### config.mk
export PLATFORM = sky130hd
export DESIGN_NAME = bas_sequencer
export DESIGN_NICKNAME = d
export VERILOG_FILES = /design/src/bas_pkg.sv /design/src/bas_fifo.sv /design/src/bas_sequencer.sv
export SDC_FILE = /design/constraint.sdc
export NUM_CORES = 1
export LEC_CHECK = 0
export ABC_AREA = 1
export BUFFER_PORTS_ARGS = -buffer_cell sky130_fd_sc_hd__buf_4
export CAP_MARGIN = 20
export CORE_ASPECT_RATIO = 1.2
export CORE_UTILIZATION = 50
export CTS_CLUSTER_DIAMETER = 60
export CTS_CLUSTER_SIZE = 30
export DETAILED_ROUTE_END_ITERATION = 8
export GPL_ROUTABILITY_DRIVEN = 1
export PLACE_DENSITY = 0.75
export SLEW_MARGIN = 20
export SYNTH_ARGS = -nofsm -noshare
export SYNTH_HDL_FRONTEND = slang
export SYNTH_SLANG_ARGS = --single-unit
### constraint.sdc
create_clock -name ref_clk -period 2.8 [get_ports ref_clk]
set_input_delay 0.28 -clock ref_clk [delete_from_list [all_inputs] [get_ports ref_clk]]
set_output_delay 0.28 -clock ref_clk [all_outputs]
set_load 0.01 [all_outputs]
### src/bas_pkg.sv
package bas_pkg;

    // =====================================================================
    // Widths
    // =====================================================================
    localparam int ADDR_W = 22;

    // =====================================================================
    // First configuration register fields
    // =====================================================================
    localparam int          CFG_HYB_BIT   = 2;
    localparam int          CFG_LEN_MSB   = 1;
    localparam logic [1:0]  LEN_128       = 2'h0;
    localparam logic [1:0]  LEN_64        = 2'h1;
    localparam logic [1:0]  LEN_16        = 2'h2;
    localparam logic [1:0]  LEN_32        = 2'h3;
    localparam logic [2:0]  CFG_RESET     = 3'h7;

    // Group size in 16-bit words for each length code.
    localparam logic [6:0]  WORDS_128     = 7'h40;
    localparam logic [6:0]  WORDS_64      = 7'h20;
    localparam logic [6:0]  WORDS_32      = 7'h10;
    localparam logic [6:0]  WORDS_16      = 7'h08;

    // =====================================================================
    // Types
    // =====================================================================
    typedef enum logic [1:0] {
        BAS_IDLE = 2'h0,
        BAS_WRAP = 2'h1,
        BAS_LIN  = 2'h3
    } bas_state_t;

    typedef struct packed {
        logic              wrapped;
        logic [ADDR_W-1:0] addr;
    } bas_cmd_t;

endpackage : bas_pkg

### src/bas_fifo.sv
`timescale 1ns/100ps
module bas_fifo #(
    parameter int WIDTH = 22,
    parameter int DEPTH = 16
) (
    // Clock and reset
    input  wire logic             ref_clk,
    input  wire logic             rst,
    input  wire logic             flush,
    // Fill side
    input  wire logic             in_valid,
    output logic                  in_ready,
    input  wire logic [WIDTH-1:0] in_data,
    // Drain side
    output logic                  out_valid,
    input  wire logic             out_ready,
    output logic      [WIDTH-1:0] out_data
);
    localparam int PW = $clog2(DEPTH);

    logic [WIDTH-1:0] mem [DEPTH];
    logic [PW:0]      wr_ptr;
    logic [PW:0]      rd_ptr;
    logic [PW:0]      next_wr_ptr;
    logic [PW:0]      next_rd_ptr;
    logic             push;
    logic             pop;

    // =====================================================================
    // Status and pointers
    // =====================================================================
    // Full when pointers differ only in the wrap bit.
    assign in_ready  = (wr_ptr ^ rd_ptr) != {1'b1, {PW{1'b0}}};
    assign out_valid = wr_ptr != rd_ptr;
    assign push      = in_valid & in_ready;
    assign pop       = out_valid & out_ready;
    assign out_data  = mem[rd_ptr[PW-1:0]];

    always_comb begin
        next_wr_ptr = flush ? '0 : (push ? wr_ptr + 1'b1 : wr_ptr);
        next_rd_ptr = flush ? '0 : (pop ? rd_ptr + 1'b1 : rd_ptr);
    end

    always_ff @(posedge ref_clk or posedge rst) begin
        if (rst) begin
            wr_ptr <= '0;
            rd_ptr <= '0;
        end else begin
            wr_ptr <= next_wr_ptr;
            rd_ptr <= next_rd_ptr;
        end
    end

    // Storage has no reset; only valid entries are ever read.
    always_ff @(posedge ref_clk) begin
        if (push) begin
            mem[wr_ptr[PW-1:0]] <= in_data;
        end
    end

endmodule : bas_fifo

### src/bas_sequencer.sv
// Notes on behaviour
// Wrapped bursts stay inside a group aligned to the configured group length; hybrid only for its first wrap.
// Group sizes of 16, 32, 64 and 128 bytes are supported.
// Wrap runs from start word to group end, then from group base to start.
// Hybrid burst first does exactly one full legacy-order wrap of the group.
// After that wrap, hybrid continues at the first word of the next group.
// Hybrid keeps going linearly until the host raises chip select.
// Config bit 2 clear selects hybrid sequencing for wrapped bursts.
// Config bit 2 set selects legacy wraps; resets to one.
// Addresses count 16-bit words; a group holds half its byte size.
// Hybrid select only matters for wrapped bursts; linear ignores it.
// Length code 00=128, 01=64, 10=16, 11=32 bytes; resets to 32.
// Linear burst increments one word per data word without wrapping.
`timescale 1ns/100ps
module bas_sequencer
    import bas_pkg::*;
#(
    parameter int FIFO_DEPTH = 16
) (
    // Clock and reset
    input  wire logic              ref_clk,
    input  wire logic              rst,
    // Configuration write (from register write logic, same clock)
    input  wire logic              cfg_we,
    input  wire logic [2:0]        cfg_wdata,
    output logic      [2:0]        first_config_register,
    // Burst control from the command/address decoder
    input  wire logic              start,
    input  wire bas_cmd_t          cmd,
    input  wire logic              cs_high,
    // Word address stream to the array
    output logic                   addr_valid,
    input  wire logic              addr_ready,
    output logic      [ADDR_W-1:0] addr_out,
    output logic                   busy
);

    bas_state_t        state;
    bas_state_t        next_state;
    logic [ADDR_W-1:0] cur;
    logic [ADDR_W-1:0] next_cur;
    logic [ADDR_W-1:0] start_addr;
    logic [ADDR_W-1:0] next_start_addr;
    logic [ADDR_W-1:0] mask;
    logic [ADDR_W-1:0] next_mask;
    logic [2:0]        next_cfg;
    logic [ADDR_W-1:0] gen_mask;
    logic [ADDR_W-1:0] inc_wrap;
    logic [ADDR_W-1:0] next_group;
    logic              gen_valid;
    logic              gen_ready;
    logic              step;
    logic              wrap_done;

    // =====================================================================
    // Configuration
    // =====================================================================
    // The length code and hybrid bit come out of reset as legacy, 32 bytes.
    always_comb begin
        next_cfg = cfg_we ? cfg_wdata : first_config_register;
    end

    always_ff @(posedge ref_clk or posedge rst) begin
        if (rst) begin
            first_config_register <= CFG_RESET;  // see R08
        end else begin
            first_config_register <= next_cfg;
        end
    end

    // Group mask in word addresses: half the byte size.
    always_comb begin
        case (first_config_register[CFG_LEN_MSB:0])  // see R11 see R02
            LEN_128: gen_mask = ADDR_W'(WORDS_128 - 7'h01);
            LEN_64:  gen_mask = ADDR_W'(WORDS_64 - 7'h01);
            LEN_16:  gen_mask = ADDR_W'(WORDS_16 - 7'h01);
            LEN_32:  gen_mask = ADDR_W'(WORDS_32 - 7'h01);
            default: gen_mask = ADDR_W'(WORDS_32 - 7'h01);
        endcase
    end

    // =====================================================================
    // Address generator
    // =====================================================================
    // Low bits advance inside the group, high bits stay put.
    assign inc_wrap   = (cur & ~mask) | ((cur + 1'b1) & mask);  // see R01
    assign next_group = (start_addr | mask) + 1'b1;
    assign wrap_done  = inc_wrap == start_addr;
    assign gen_valid  = state != BAS_IDLE;
    assign step       = gen_valid & gen_ready;
    assign busy       = gen_valid;

    always_comb begin
        next_state      = state;
        next_cur        = cur;
        next_start_addr = start_addr;
        next_mask       = mask;
        case (state)
            BAS_IDLE: begin
                if (start) begin
                    next_cur        = cmd.addr;
                    next_start_addr = cmd.addr;
                    next_mask       = gen_mask;
                    // Hybrid bit only matters when the burst is wrapped.
                    next_state = cmd.wrapped ? BAS_WRAP : BAS_LIN;
                end
            end
            BAS_WRAP: begin
                if (step) begin
                    if (wrap_done && !first_config_register[CFG_HYB_BIT]) begin
                        next_cur   = next_group;  // see R04 see R05
                        next_state = BAS_LIN;
                    end else begin
                        next_cur = inc_wrap;  // see R08
                    end
                end
            end
            BAS_LIN: begin
                if (step) begin
                    next_cur = cur + 1'b1;  // see R12
                end
            end
            default: next_state = BAS_IDLE;
        endcase
        // Chip select high ends any burst; it is the only terminator.
        if (cs_high) begin
            next_state = BAS_IDLE;
        end
    end

    always_ff @(posedge ref_clk or posedge rst) begin
        if (rst) begin
            state      <= BAS_IDLE;
            cur        <= '0;
            start_addr <= '0;
            mask       <= '0;
        end else begin
            state      <= next_state;
            cur        <= next_cur;
            start_addr <= next_start_addr;
            mask       <= next_mask;
        end
    end

    // =====================================================================
    // Output buffer
    // =====================================================================
    // The FIFO lets the generator run ahead of the array; it is flushed when
    // the burst ends so stale addresses never leak into the next burst.
    bas_fifo #(
        .WIDTH (ADDR_W),
        .DEPTH (FIFO_DEPTH)
    ) u_fifo (
        .ref_clk   (ref_clk),
        .rst       (rst),
        .flush     (cs_high),
        .in_valid  (gen_valid),
        .in_ready  (gen_ready),
        .in_data   (cur),
        .out_valid (addr_valid),
        .out_ready (addr_ready),
        .out_data  (addr_out)
    );

    // =====================================================================
    // Checks
    // =====================================================================
    // Group base of the running burst, kept only so the checks below have
    // their own copy instead of trusting the live mask arithmetic.
    logic [ADDR_W-1:0] grp_base;
    logic [ADDR_W-1:0] next_grp_base;

    always_comb begin
        next_grp_base = grp_base;
        if (start && state == BAS_IDLE) begin
            next_grp_base = cmd.addr & ~gen_mask;
        end
    end

    always_ff @(posedge ref_clk or posedge rst) begin
        if (rst) begin
            grp_base <= '0;
        end else begin
            grp_base <= next_grp_base;
        end
    end

    AST_CFG_WRITE: assert property (@(posedge ref_clk) disable iff (rst)
        cfg_we |=> (first_config_register == $past(cfg_wdata)))
        else $error("Configuration write did not land.");
    AST_WRAP_IN_GROUP: assert property (@(posedge ref_clk) disable iff (rst)
        (state == BAS_WRAP) |-> ((cur & ~mask) == grp_base))
        else $error("Wrapped address left its group.");
    AST_WRAP_STEP: assert property (@(posedge ref_clk) disable iff (rst)
        (state == BAS_WRAP && step && !cs_high && !wrap_done) |=> (cur == $past(inc_wrap)))
        else $error("Wrap step is not the next word in group.");
    AST_HYB_JUMP: assert property (@(posedge ref_clk) disable iff (rst)
        (state == BAS_WRAP && step && wrap_done && !cs_high && !first_config_register[CFG_HYB_BIT])
        |=> (state == BAS_LIN && cur == ((start_addr | mask) + 1'b1)))
        else $error("Hybrid did not jump to next group.");
    AST_LEGACY_STAYS: assert property (@(posedge ref_clk) disable iff (rst)
        (state == BAS_WRAP && first_config_register[CFG_HYB_BIT] && !cs_high)
        |=> (state == BAS_WRAP))
        else $error("Legacy wrap left wrap state.");
    AST_LIN_INC: assert property (@(posedge ref_clk) disable iff (rst)
        (state == BAS_LIN && step && !cs_high) |=> (cur == $past(cur) + 1'b1))
        else $error("Linear burst did not increment by one.");
    AST_CS_END: assert property (@(posedge ref_clk) disable iff (rst)
        cs_high |=> (state == BAS_IDLE && !addr_valid))
        else $error("Chip select high did not end burst.");
    AST_LIN_IGNORES: assert property (@(posedge ref_clk) disable iff (rst)
        (state == BAS_IDLE && start && !cmd.wrapped && !cs_high) |=> (state == BAS_LIN))
        else $error("Linear burst entered wrap state.");
    AST_MASK: assert property (@(posedge ref_clk) disable iff (rst)
        (first_config_register[CFG_LEN_MSB:0] == LEN_16) |-> (gen_mask == 22'h000007))
        else $error("16-byte group is not eight words.");
    AST_WRAP_FIRST: assert property (@(posedge ref_clk) disable iff (rst)
        (state == BAS_IDLE && start && cmd.wrapped && !cs_high) |=> (state == BAS_WRAP))
        else $error("Wrapped burst did not begin with a wrap.");

    COV_HYBRID: cover property (@(posedge ref_clk) disable iff (rst)
        state == BAS_WRAP ##1 state == BAS_LIN);
    COV_LEGACY_WRAP: cover property (@(posedge ref_clk) disable iff (rst)
        state == BAS_WRAP && step && wrap_done && first_config_register[2]);
    COV_LINEAR: cover property (@(posedge ref_clk) disable iff (rst)
        state == BAS_IDLE && start && !cmd.wrapped);
    COV_FULL: cover property (@(posedge ref_clk) disable iff (rst)
        gen_valid && !gen_ready);
    // A linear run that crosses a group boundary shows no wrap is applied.
    COV_LIN_CROSS: cover property (@(posedge ref_clk) disable iff (rst)
        state == BAS_LIN && step && ((cur & mask) == mask));

endmodule : bas_sequencer

==> out/metrics.cfg, run 1 <==
[cts]
clockRootBuffer = clkbuf_16
clock_latency_ns = 0.59
htreeDepth = 1
cts_buffers = 28
clk_path_buf_depth = 3
cts_tree = yes
cts.sinks = 415
path_clk_slew_ns = 0.10

[layout]
drive_gt1_frac = 0.144
seqCellArea_um2 = 12200
fin_nets = 1835
area_growth_pct = 16.1
fillers = 2870
antenna_cells = 0
fin_area_um2 = 21400
fin_util = 0.592
multi_input_area_um2 = 5600

[power_and_ir_drop]
total_leakage_power_nw = 7.90
power_frac_clock = 0.214
ir_drop_uv = 779
p_comb_frac = 0.382
power.switching_mw = 8.74
switching_share = 0.399
p_int_mw = 13.1
power.density_nw_per_um2 = 1020
p_seq_frac = 0.404

[grt]
grt-ovfl-total = 0
grt_antenna_before_repair = 1
grt_start_max_net_pins = 141
grt_pass1_wl_um = 74300
grtUsageTotal = 0.262
first_global_vias = 13300

[placement]
place_area_um2 = 20000
gp_congestion = 1.02
dp_hpwl_um = 30900
io_buffers = 58
pre_cts_slack_ns = 0.322

[critical_path]
critPathMaxFanout = 27
path_class = register to output port
worstPathRequired_ns = 2.52
cp-end-kind = output port
worst_setup_path_start_kind = register
cp.arrival_ns = 2.48

[drt]
wirelength_um = 49500
wl_met1_um = 19100
routedWlPerCell_um = 21.6
antenna_left = 0
wl_met2_um = 24500
top_layer_used = met5
viasPerCell = 5.97
drcViolationCount = 0
first_iter_violations = 1426
met3_length_um = 3910
dr.pass1.iters = 5
dr_total_vias = 13600

[yosys]
synth_top_cell_area_share = 0.574
ys_top_cells_by_area = edfxtp_1 (57%), dfrtp_1 (8.2%), nand2_1 (5.9%)
synth_cells = 1678
ys_types = 47
ys_ff_latch = 415
async_reset_ff_frac = 0.152
avgSynthCellArea_um2 = 11.0
synth_area_um2 = 18400
ys_seq_area_frac = 0.660
synth_flop_cell = edfxtp_1
synth_top_area_cell = edfxtp_1
synth_edf_count = 352
ys_warn_count = 0
synth_fp_nets = 1717

[timing]
relSlewSlack = 0.557
rsz0062_at_grt = true
worstMarginPinSlew_ns = 0.660
layout_setup_ws_ns = 0.0390
fin_crit_sh = 0.986
finalHoldWorstSlack_ns = 0.00954
timing.fmax_ghz = 0.362
slew_violations = 0
period_needed_ns = 2.76
clock_skew_ns = 0.0198
setup_viol = 0
finalHoldViolations = 0

[floorplan]
core-area_um2 = 36100
die_y_um = 212
die_w_um = 177
rows = 76
dieArea_um2 = 37600
initial_core_util = 0.510
ios = 59

[hold_path]
holdCritPathClass = primary input to register

[run]
maxCapViolCount = 0

[status]
outcome = finished, final reports clean

==> kinds of logic (layout without fill, tap and decap cells) <==
group	Yosys count	in the layout	synth area share
simple gates	742	742	0.171
flops	415	415	0.660
compound gates	279	279	0.0980
buf+inv	182	322	0.0387
mux	38	38	0.0208
xor+xnor	15	15	0.00713
fa+ha+maj	7	7	0.00476
==> state kept, by name (all words and copies together), names as in the netlist <==
| register | cells |
|---|---|
| state | 2 |
| u_fifo.rd_ptr | 5 |
| u_fifo.wr_ptr | 5 |
| cur | 22 |
| u_fifo.mem | 352 |
| mask | 4 |
| start_addr | 22 |
| first_config_register | 3 |
==> per-stage QoR <==
| stage | total power [mW] | instances | TNS [ns] |
|---|---|---|---|
| floorplan | 13.8 | 1678 | 0 |
| global placement | 16.8 | 2208 | 0 |
| detailed placement | 17.0 | 2208 | 0 |
| CTS | 21.7 | 2283 | 0 |
| global route | 23.0 | 2286 | -0.0464 |
| finish | 21.9 | 2286 | 0 |
==> Yosys cell counts (13+ instances only) <==
library cell,n
clkbuf_1,62
nand2_1,290
nand3_1,106
mux2i_1,36
o221ai_1,36
o21ai_0,147
o32ai_1,52
edfxtp_1,352
dfrtp_1,60
inv_1,91
nand4_1,24
nor3_1,15
nor2_1,274
xor2_1,13
==> power groups by stage <==
stage / logic (mW) / registers [mW] / clock network [mW]
after floorplan: 4.76 / 9.01 / 0
after global placement: 7.89 / 8.89 / 0
after detailed placement: 8.06 / 8.92 / 0
after CTS: 8.16 / 8.79 / 4.74
after global routing: 9.13 / 8.91 / 4.94
final: 8.36 / 8.83 / 4.69
==> cell usage in the layout, fill, tap and decap left out, drive strengths merged <==
master / synthesis / routed
buf: 17 / 142
nand4: 24 / 24
o32ai: 52 / 52
o21ai: 157 / 157
dfstp: 3 / 3
mux2: 2 / 2
a21o: 1 / 1
or2: 5 / 5
mux2i: 36 / 36
inv: 98 / 112
dlygate4sd3: 0 / 23
o221ai: 36 / 36
nor2: 282 / 282
xor2: 13 / 13
bufinv: 0 / 1
nand3b: 2 / 2
a22oi: 1 / 1
a32oi: 2 / 2
nor3: 15 / 15
o21bai: 1 / 1
o211ai: 11 / 11
nand3: 110 / 110
nor4: 1 / 1
a31oi: 2 / 2
a21oi: 12 / 12
nor3b: 1 / 1
clkinv: 5 / 14
nand2: 302 / 302
xnor2: 2 / 2
edfxtp: 352 / 352
clkbuf: 62 / 30
dfrtp: 60 / 60
o22ai: 3 / 3
a211oi: 1 / 1
ha: 7 / 7
==> routing by layer <==
layer | vias to the layer above | track usage
li1 | 6210 | -
met1 | 6612 | 0.334
met2 | 678 | 0.451
met3 | 136 | 0.0324
met4 | 2 | 0.105
met5 | - | 0
==> repair_timing <==
action,in CTS,in global routing
buffers inserted,0,1
cloned,0,2
hold endpoints to repair,47,0
gates resized for setup,6,8
hold buffers,23,0
setup endpoints to repair,18,19
==> final timing paths <==
check,startpoint,endpoint,cells past startpoint,slack (ns)
setup / recovery,u_fifo.rd_ptr[0],addr_out[17],7,0.04
hold / removal,cmd[13],start_addr[13],3,0.01
setup reg to reg,u_fifo.rd_ptr[0],u_fifo.mem[7][0],11,0.27
hold reg to reg,u_fifo.rd_ptr[4],u_fifo.rd_ptr[4],1,0.49
max in group asynchronous,rst,first_config_register[2],4,1.70
min in group asynchronous,rst,u_fifo.rd_ptr[4],3,0.33
==> critical path: stages (launching register included) <==
cell	delay (ns)
dfrtp_4	0.53
buf_16	0.22
buf_4	0.29
nor2_1	0.10
o32ai_1	0.33
o211ai_1	0.13
nand3_1	0.14
buf_4	0.14
==> cell type report <==
type | instances | area share
timing repair buffer | 167 | 0.0724
clock buffer | 28 | 0.0328
sequential | 415 | 0.569
tap | 468 | 0.0274
clock inverter | 24 | 0.0181
multi-input combinational | 1081 | 0.262
inverter | 103 | 0.0187
No activity file was read; power rests on OpenSTA's default activity.
==> run 2: changes to the inputs <==
--- a/config.mk
+++ b/config.mk
@@ -5,7 +5,6 @@
 export SDC_FILE = /design/constraint.sdc
 export NUM_CORES = 1
 export LEC_CHECK = 0
-export ABC_AREA = 1
 export BUFFER_PORTS_ARGS = -buffer_cell sky130_fd_sc_hd__buf_4
 export CAP_MARGIN = 20
 export CORE_ASPECT_RATIO = 1.2
==> out/metrics.cfg, run 2 <==
[yosys]
ys_top_cells_by_count = edfxtp_1 (352), mux4_2 (110), nand2_1 (96)
synth_most_common_cell = edfxtp_1
ys_seq_area_frac = 0.694
ys_top_cells_by_area = edfxtp_1 (60%), mux4_2 (14%), dfrtp_1 (8.6%)
synth_area_um2 = 17500
synth_top_cell_area_share = 0.604
ys_types = 59
synth_cells = 993
async_reset_ff_frac = 0.152
synth_fp_nets = 1032
avgSynthCellArea_um2 = 17.6
synth_flop_cell = edfxtp_1
synth_top_area_cell = edfxtp_1
ys_ff_latch = 415
synth_edf_count = 352
ys_warn_count = 0

[timing]
slew_violations = 0
clock_skew_ns = 0.0209
fin_crit_sh = 1.03
worstMarginPinSlew_ns = 0.803
finalHoldViolations = 0
finalHoldWorstSlack_ns = 0.0270
period_needed_ns = 2.89
setup_viol = 20
relSlewSlack = 0.464
rsz0062_at_grt = true
timing.fmax_ghz = 0.346
layout_setup_ws_ns = -0.0884

[cts]
htreeDepth = 1
cts.sinks = 415
clk_path_buf_depth = 3
cts_tree = yes
clockRootBuffer = clkbuf_16
path_clk_slew_ns = 0.10
clock_latency_ns = 0.56
cts_buffers = 25

[drt]
drcViolationCount = 0
viasPerCell = 5.93
first_iter_violations = 971
dr.pass1.iters = 5
routedWlPerCell_um = 24.0
antenna_left = 0
wirelength_um = 38700
dr_total_vias = 9562

[placement]
gp_congestion = 0.912
dp_hpwl_um = 23100
place_area_um2 = 19100
pre_cts_slack_ns = 0.190
io_buffers = 58
dpl.cell_count = 1530

[layout]
final-instance-count-excl-fill = 1612
antenna_cells = 0
fin_area_um2 = 20600
fin_util = 0.602
final_cell_mix = edfxtp_1 (352), mux4_2 (110), buf_4 (99), nand2_1 (95), dfrtp_1 (57)
mostFrequentLayoutCell = edfxtp_1
fillers = 2469
largest_reg_flops = 352
area_growth_pct = 17.7
fin_nets = 1177
drive_gt1_frac = 0.311

[critical_path]
path_class = register to output port
crit_end = addr_out[1]
cp-end-kind = output port
critPathTopFamily = multiplexers
startpoint = u_fifo.rd_ptr[0]
worst_r2r_endpoint = u_fifo.mem[0][15]
rrSetupSlack_ns = 0.07
reg2reg_from = u_fifo.rd_ptr[0]
path_cells = buf_12 -> buf_8 -> buf_6 -> mux4_2 -> mux4_2 -> buf_6
critPathMaxFanout = 6
r2r_cells = 9
cpPeakStageDelay_ns = 0.52
cp_num_buf_inv = 4
worst-path-stages = 6
critPathSlowestCell = mux4_2
worstPathRequired_ns = 2.52
cp.arrival_ns = 2.61
worst_setup_path_start_kind = register

[power_and_ir_drop]
power.switching_mw = 4.12
switching_share = 0.270
total_leakage_power_nw = 6.96
ir_drop_uv = 685
p_seq_frac = 0.493
power.density_nw_per_um2 = 742
p_int_mw = 11.2
p_comb_frac = 0.232
power_frac_clock = 0.275

[hold_path]
hold_depth = 3
holdCritPathClass = primary input to register

[grt]
grt_antenna_before_repair = 0
grtUsageTotal = 0.220
grt_start_max_net_pins = 61
first_global_vias = 9678
grt-ovfl-total = 0
grt_pass1_wl_um = 58300

[status]
outcome = complete, but fails checks
violations = negative setup slack

[floorplan]
die_y_um = 207
rows = 74
ios = 59
dieArea_um2 = 35800
core-area_um2 = 34300
die_w_um = 173
initial_core_util = 0.511

[run]
maxCapViolCount = 0

-- run 2: cell types whose count changed after synthesis, moves of 34 or more --
| cell | delta |
|---|---|
| o21ai_0 | -119 |
| xnor2_1 | +38 |
| o32ai_1 | -51 |
| nand3_1 | -90 |
| inv_1 | -79 |
| clkbuf_1 | -34 |
| mux4_2 | +110 |
| nor2_1 | -227 |
| nand2_1 | -194 |
-- run 2: per-stage QoR --
step / power (mW) / TNS [ns]
detailed placement: 10.8 / 0
global placement: 10.7 / 0
floorplan: 9.72 / -23.35
global route: 15.9 / -2.64
finish: 15.3 / -0.719
CTS: 15.3 / -1.71
-- run 2: worst min-delay path by stage --
stage,to,startpoint
floorplan,first_config_register[0],cfg_we
CTS,start_addr[17],cmd[17]
detailed placement,first_config_register[0],cfg_we
finish,start_addr[17],cmd[17]
global route,start_addr[17],cmd[17]
global placement,first_config_register[0],cfg_we
-- run 2: cell families (layout without fill, tap and decap cells) --
family	after synthesis	after routing	share of synthesized area
AOI/OAI and AO/OA	79	79	0.0310
xor gates and xnor gates	73	73	0.0374
adders and majority gates	7	7	0.00500
buffers and inverters	69	232	0.0190
DFF	415	415	0.694
muxes	128	128	0.155
and+or+nand+nor	222	222	0.0590
-- run 2: worst register-to-register path, delay by kind of cell, from the launching register on --
kind | cells | cell delay, ns
buffers and inverters | 3 | 0.74
xor gates and xnor gates | 1 | 0.12
and+or+nand+nor | 5 | 1.03
DFF | 1 | 0.52
-- run 2: what timing repair did --
| action | 4_1_cts | 5_1_grt |
|---|---|---|
| cloned | 2 | 4 |
| gates resized for setup | 22 | 14 |
| setup buffers | 7 | 1 |
| setup endpoints to repair | 22 | 22 |
| endpoints found under the hold margin | 68 | 0 |
| hold buffers | 25 | 0 |
| pin swaps | 0 | 0 |
-- run 2: power groups by stage --
stage / clock network (mW) / logic, mW / registers [mW]
2_1_floorplan: 0 / 1.90 / 7.81
3_3_place_gp: 0 / 3.01 / 7.72
3_5_place_dp: 0 / 3.09 / 7.74
4_1_cts: 4.27 / 3.47 / 7.53
5_1_grt: 4.50 / 3.82 / 7.58
6_report: 4.20 / 3.55 / 7.54
-- run 2: final cells by class --
cell class              count  area, µm²  area share
multi-input cells         509       5080       0.247
clock buffers              30        718      0.0348
clock inverters            15        210      0.0102
well taps                 456        571      0.0277
repair buffers            175       1820      0.0883
flip-flops and latches    415      12200       0.590
inverters                  12       45.0     0.00219
-- run 2: routing by layer --
metal  global-route usage  wire [µm]  up-vias
met1                0.289      15500     4948
met5                    0          0        -
met2                0.386      19800      374
li1                     -          -     4170
met4               0.0664       1040        0
met3               0.0289       2360       70
==> run 3: changes to the inputs <==
--- a/config.mk
+++ b/config.mk
@@ -14,6 +14,8 @@
 export DETAILED_ROUTE_END_ITERATION = 8
 export GPL_ROUTABILITY_DRIVEN = 1
 export PLACE_DENSITY = 0.75
+export RECOVER_POWER = 50
+export SKIP_LAST_GASP = 1
 export SLEW_MARGIN = 20
 export SYNTH_ARGS = -nofsm -noshare
 export SYNTH_HDL_FRONTEND = slang
==> constraint.sdc (replaced) <==
create_clock -name ref_clk -period 2.8 [get_ports ref_clk]
set_input_delay 0.56 -clock ref_clk [delete_from_list [all_inputs] [get_ports ref_clk]]
set_output_delay 0.56 -clock ref_clk [all_outputs]
set_load 0.01 [all_outputs]
==> out/metrics.cfg, run 3 (synthesis gave the netlist of run 2 again) <==
[timing]
relSlewSlack = 0.298
timing.fmax_ghz = 0.323
rsz0062_at_grt = true
fin_crit_sh = 1.11
finalHoldWorstSlack_ns = 0.191
layout_setup_ws_ns = -0.295
clock_skew_ns = 0.0283
setup_viol = 26
worstMarginPinSlew_ns = 1.05
slew_violations = 0
fin_setup_tns_ns = -6.18
period_needed_ns = 3.10
finalHoldViolations = 0

[grt]
grtUsageTotal = 0.219
grt_use_met3 = 0.0242
grt-ovfl-total = 0
grt-busiest-layer = met2
grt_pass1_wl_um = 58400
grt_use_met1 = 0.294
met2_usage = 0.387
grt_antenna_before_repair = 0
first_global_vias = 9618
grt_start_max_net_pins = 45

[placement]
dp_hpwl_um = 23700
place_area_um2 = 19200
io_buffers = 58
gp_congestion = 0.893

[status]
violations = negative setup slack
outcome = complete, but fails checks

[critical_path]
worst_setup_path_start_kind = register
cp.arrival_ns = 2.54
reg2reg_from = cur[7]
startpoint = u_fifo.rd_ptr[0]
rrSetupSlack_ns = -0.16
critPathMaxFanout = 13
worst_r2r_endpoint = cur[21]
r2r_cells = 8
worstPathRequired_ns = 2.24
cp-end-kind = output port
path_class = register to output port
crit_end = addr_out[12]

[drt]
dr_total_vias = 9453
antenna_left = 0
first_iter_violations = 881
wirelength_um = 38200
drcViolationCount = 0
dr.pass1.iters = 7
routedWlPerCell_um = 24.0
viasPerCell = 5.95

[cts]
clock_latency_ns = 0.57
cts_tree = yes
clockRootBuffer = clkbuf_16
cts.sinks = 415
htreeDepth = 1
cts_buffers = 25
path_clk_slew_ns = 0.08
clk_path_buf_depth = 3

[floorplan]
ios = 59
dieArea_um2 = 35800
die_w_um = 173
initial_core_util = 0.511
die_y_um = 207
rows = 74
core-area_um2 = 34300

[layout]
antenna_cells = 0
fin_nets = 1155
fin_area_um2 = 20200
fillers = 2558
largest_reg_flops = 352
mostFrequentLayoutCell = edfxtp_1
final_cell_mix = edfxtp_1 (352), mux4_2 (110), buf_4 (104), nand2_1 (96), dfrtp_1 (57)
drive_gt1_frac = 0.295
area_growth_pct = 15.2

[power_and_ir_drop]
power.density_nw_per_um2 = 747
total_leakage_power_nw = 6.74
ir_drop_uv = 629

[hold_path]
holdCritPathClass = primary input to register
min-delay-start = cfg_we

[run]
maxCapViolCount = 0

## run 3: cell count changes in the layout (fill, tap and decap cells not counted), sizes merged
cell,change
clkinvlp,-1
buf,-18
inv,+4
clkbuf,+15
dlygate4sd3,-24
## run 3: where the power goes
group | total (mW) | leakage, nW | switching, mW | internal (mW)
sequential | 7.56 | 3.97 | 0.236 | 7.32
combinational | 3.28 | 2.33 | 1.66 | 1.62
clock | 4.22 | 0.445 | 2.30 | 1.92
## run 3: through the flow
stage | utilization | setup WS [ns] | std cells | power [mW]
global placement | 0.561 | 0.121 | 1538 | 10.8
CTS | 0.590 | -0.326 | 1587 | 15.2
detailed placement | 0.561 | 0.105 | 1538 | 10.9
global route | 0.589 | -0.357 | 1588 | 15.6
finish | 0.589 | -0.295 | 1588 | 15.1
floorplan | - | -0.354 | 993 | 9.72
## run 3: layer usage
metal / wire, µm / part of all wire
met1: 15400 / 0.40
met2: 19500 / 0.51
met3: 2440 / 0.064
met4: 814 / 0.021
met5: 0 / 0
## run 3: critical path, stage by stage (launching register included)
cell and delay, ns:
dfrtp_4 0.44, buf_12 0.16, buf_16 0.18, mux4_2 0.51
mux4_2 0.50, buf_4 0.17
## run 3: cell type report
| type | instances | area [µm²] | share of cell area |
|---|---|---|---|
| Multi-Input combinational cell | 509 | 5080 | 0.252 |
| Inverter | 12 | 45.0 | 0.00223 |
| Timing Repair Buffer | 153 | 1390 | 0.0687 |
| Tap cell | 456 | 571 | 0.0283 |
| Clock buffer | 25 | 626 | 0.0310 |
| Sequential cell | 415 | 12200 | 0.603 |
| Clock inverter | 18 | 300 | 0.0149 |
## run 3: worst min path at each step
stage | endpoint | slack [ns] | depth (start not counted)
after detailed placement | first_config_register[0] | 0.53 | 2
after global routing | first_config_register[0] | 0.18 | 2
after CTS | first_config_register[0] | 0.17 | 2
final | first_config_register[0] | 0.19 | 2
after floorplan | start_addr[0] | 0.50 | 2
after global placement | first_config_register[0] | 0.51 | 2
## run 3: timing repair
item / in CTS / in global routing
hold buffers: 1 / 0
endpoints found under the setup margin: 22 / 22
resized for setup: 3 / 1
cloned: 0 / 1
hold endpoints to repair: 8 / 0
buffers inserted: 5 / 0
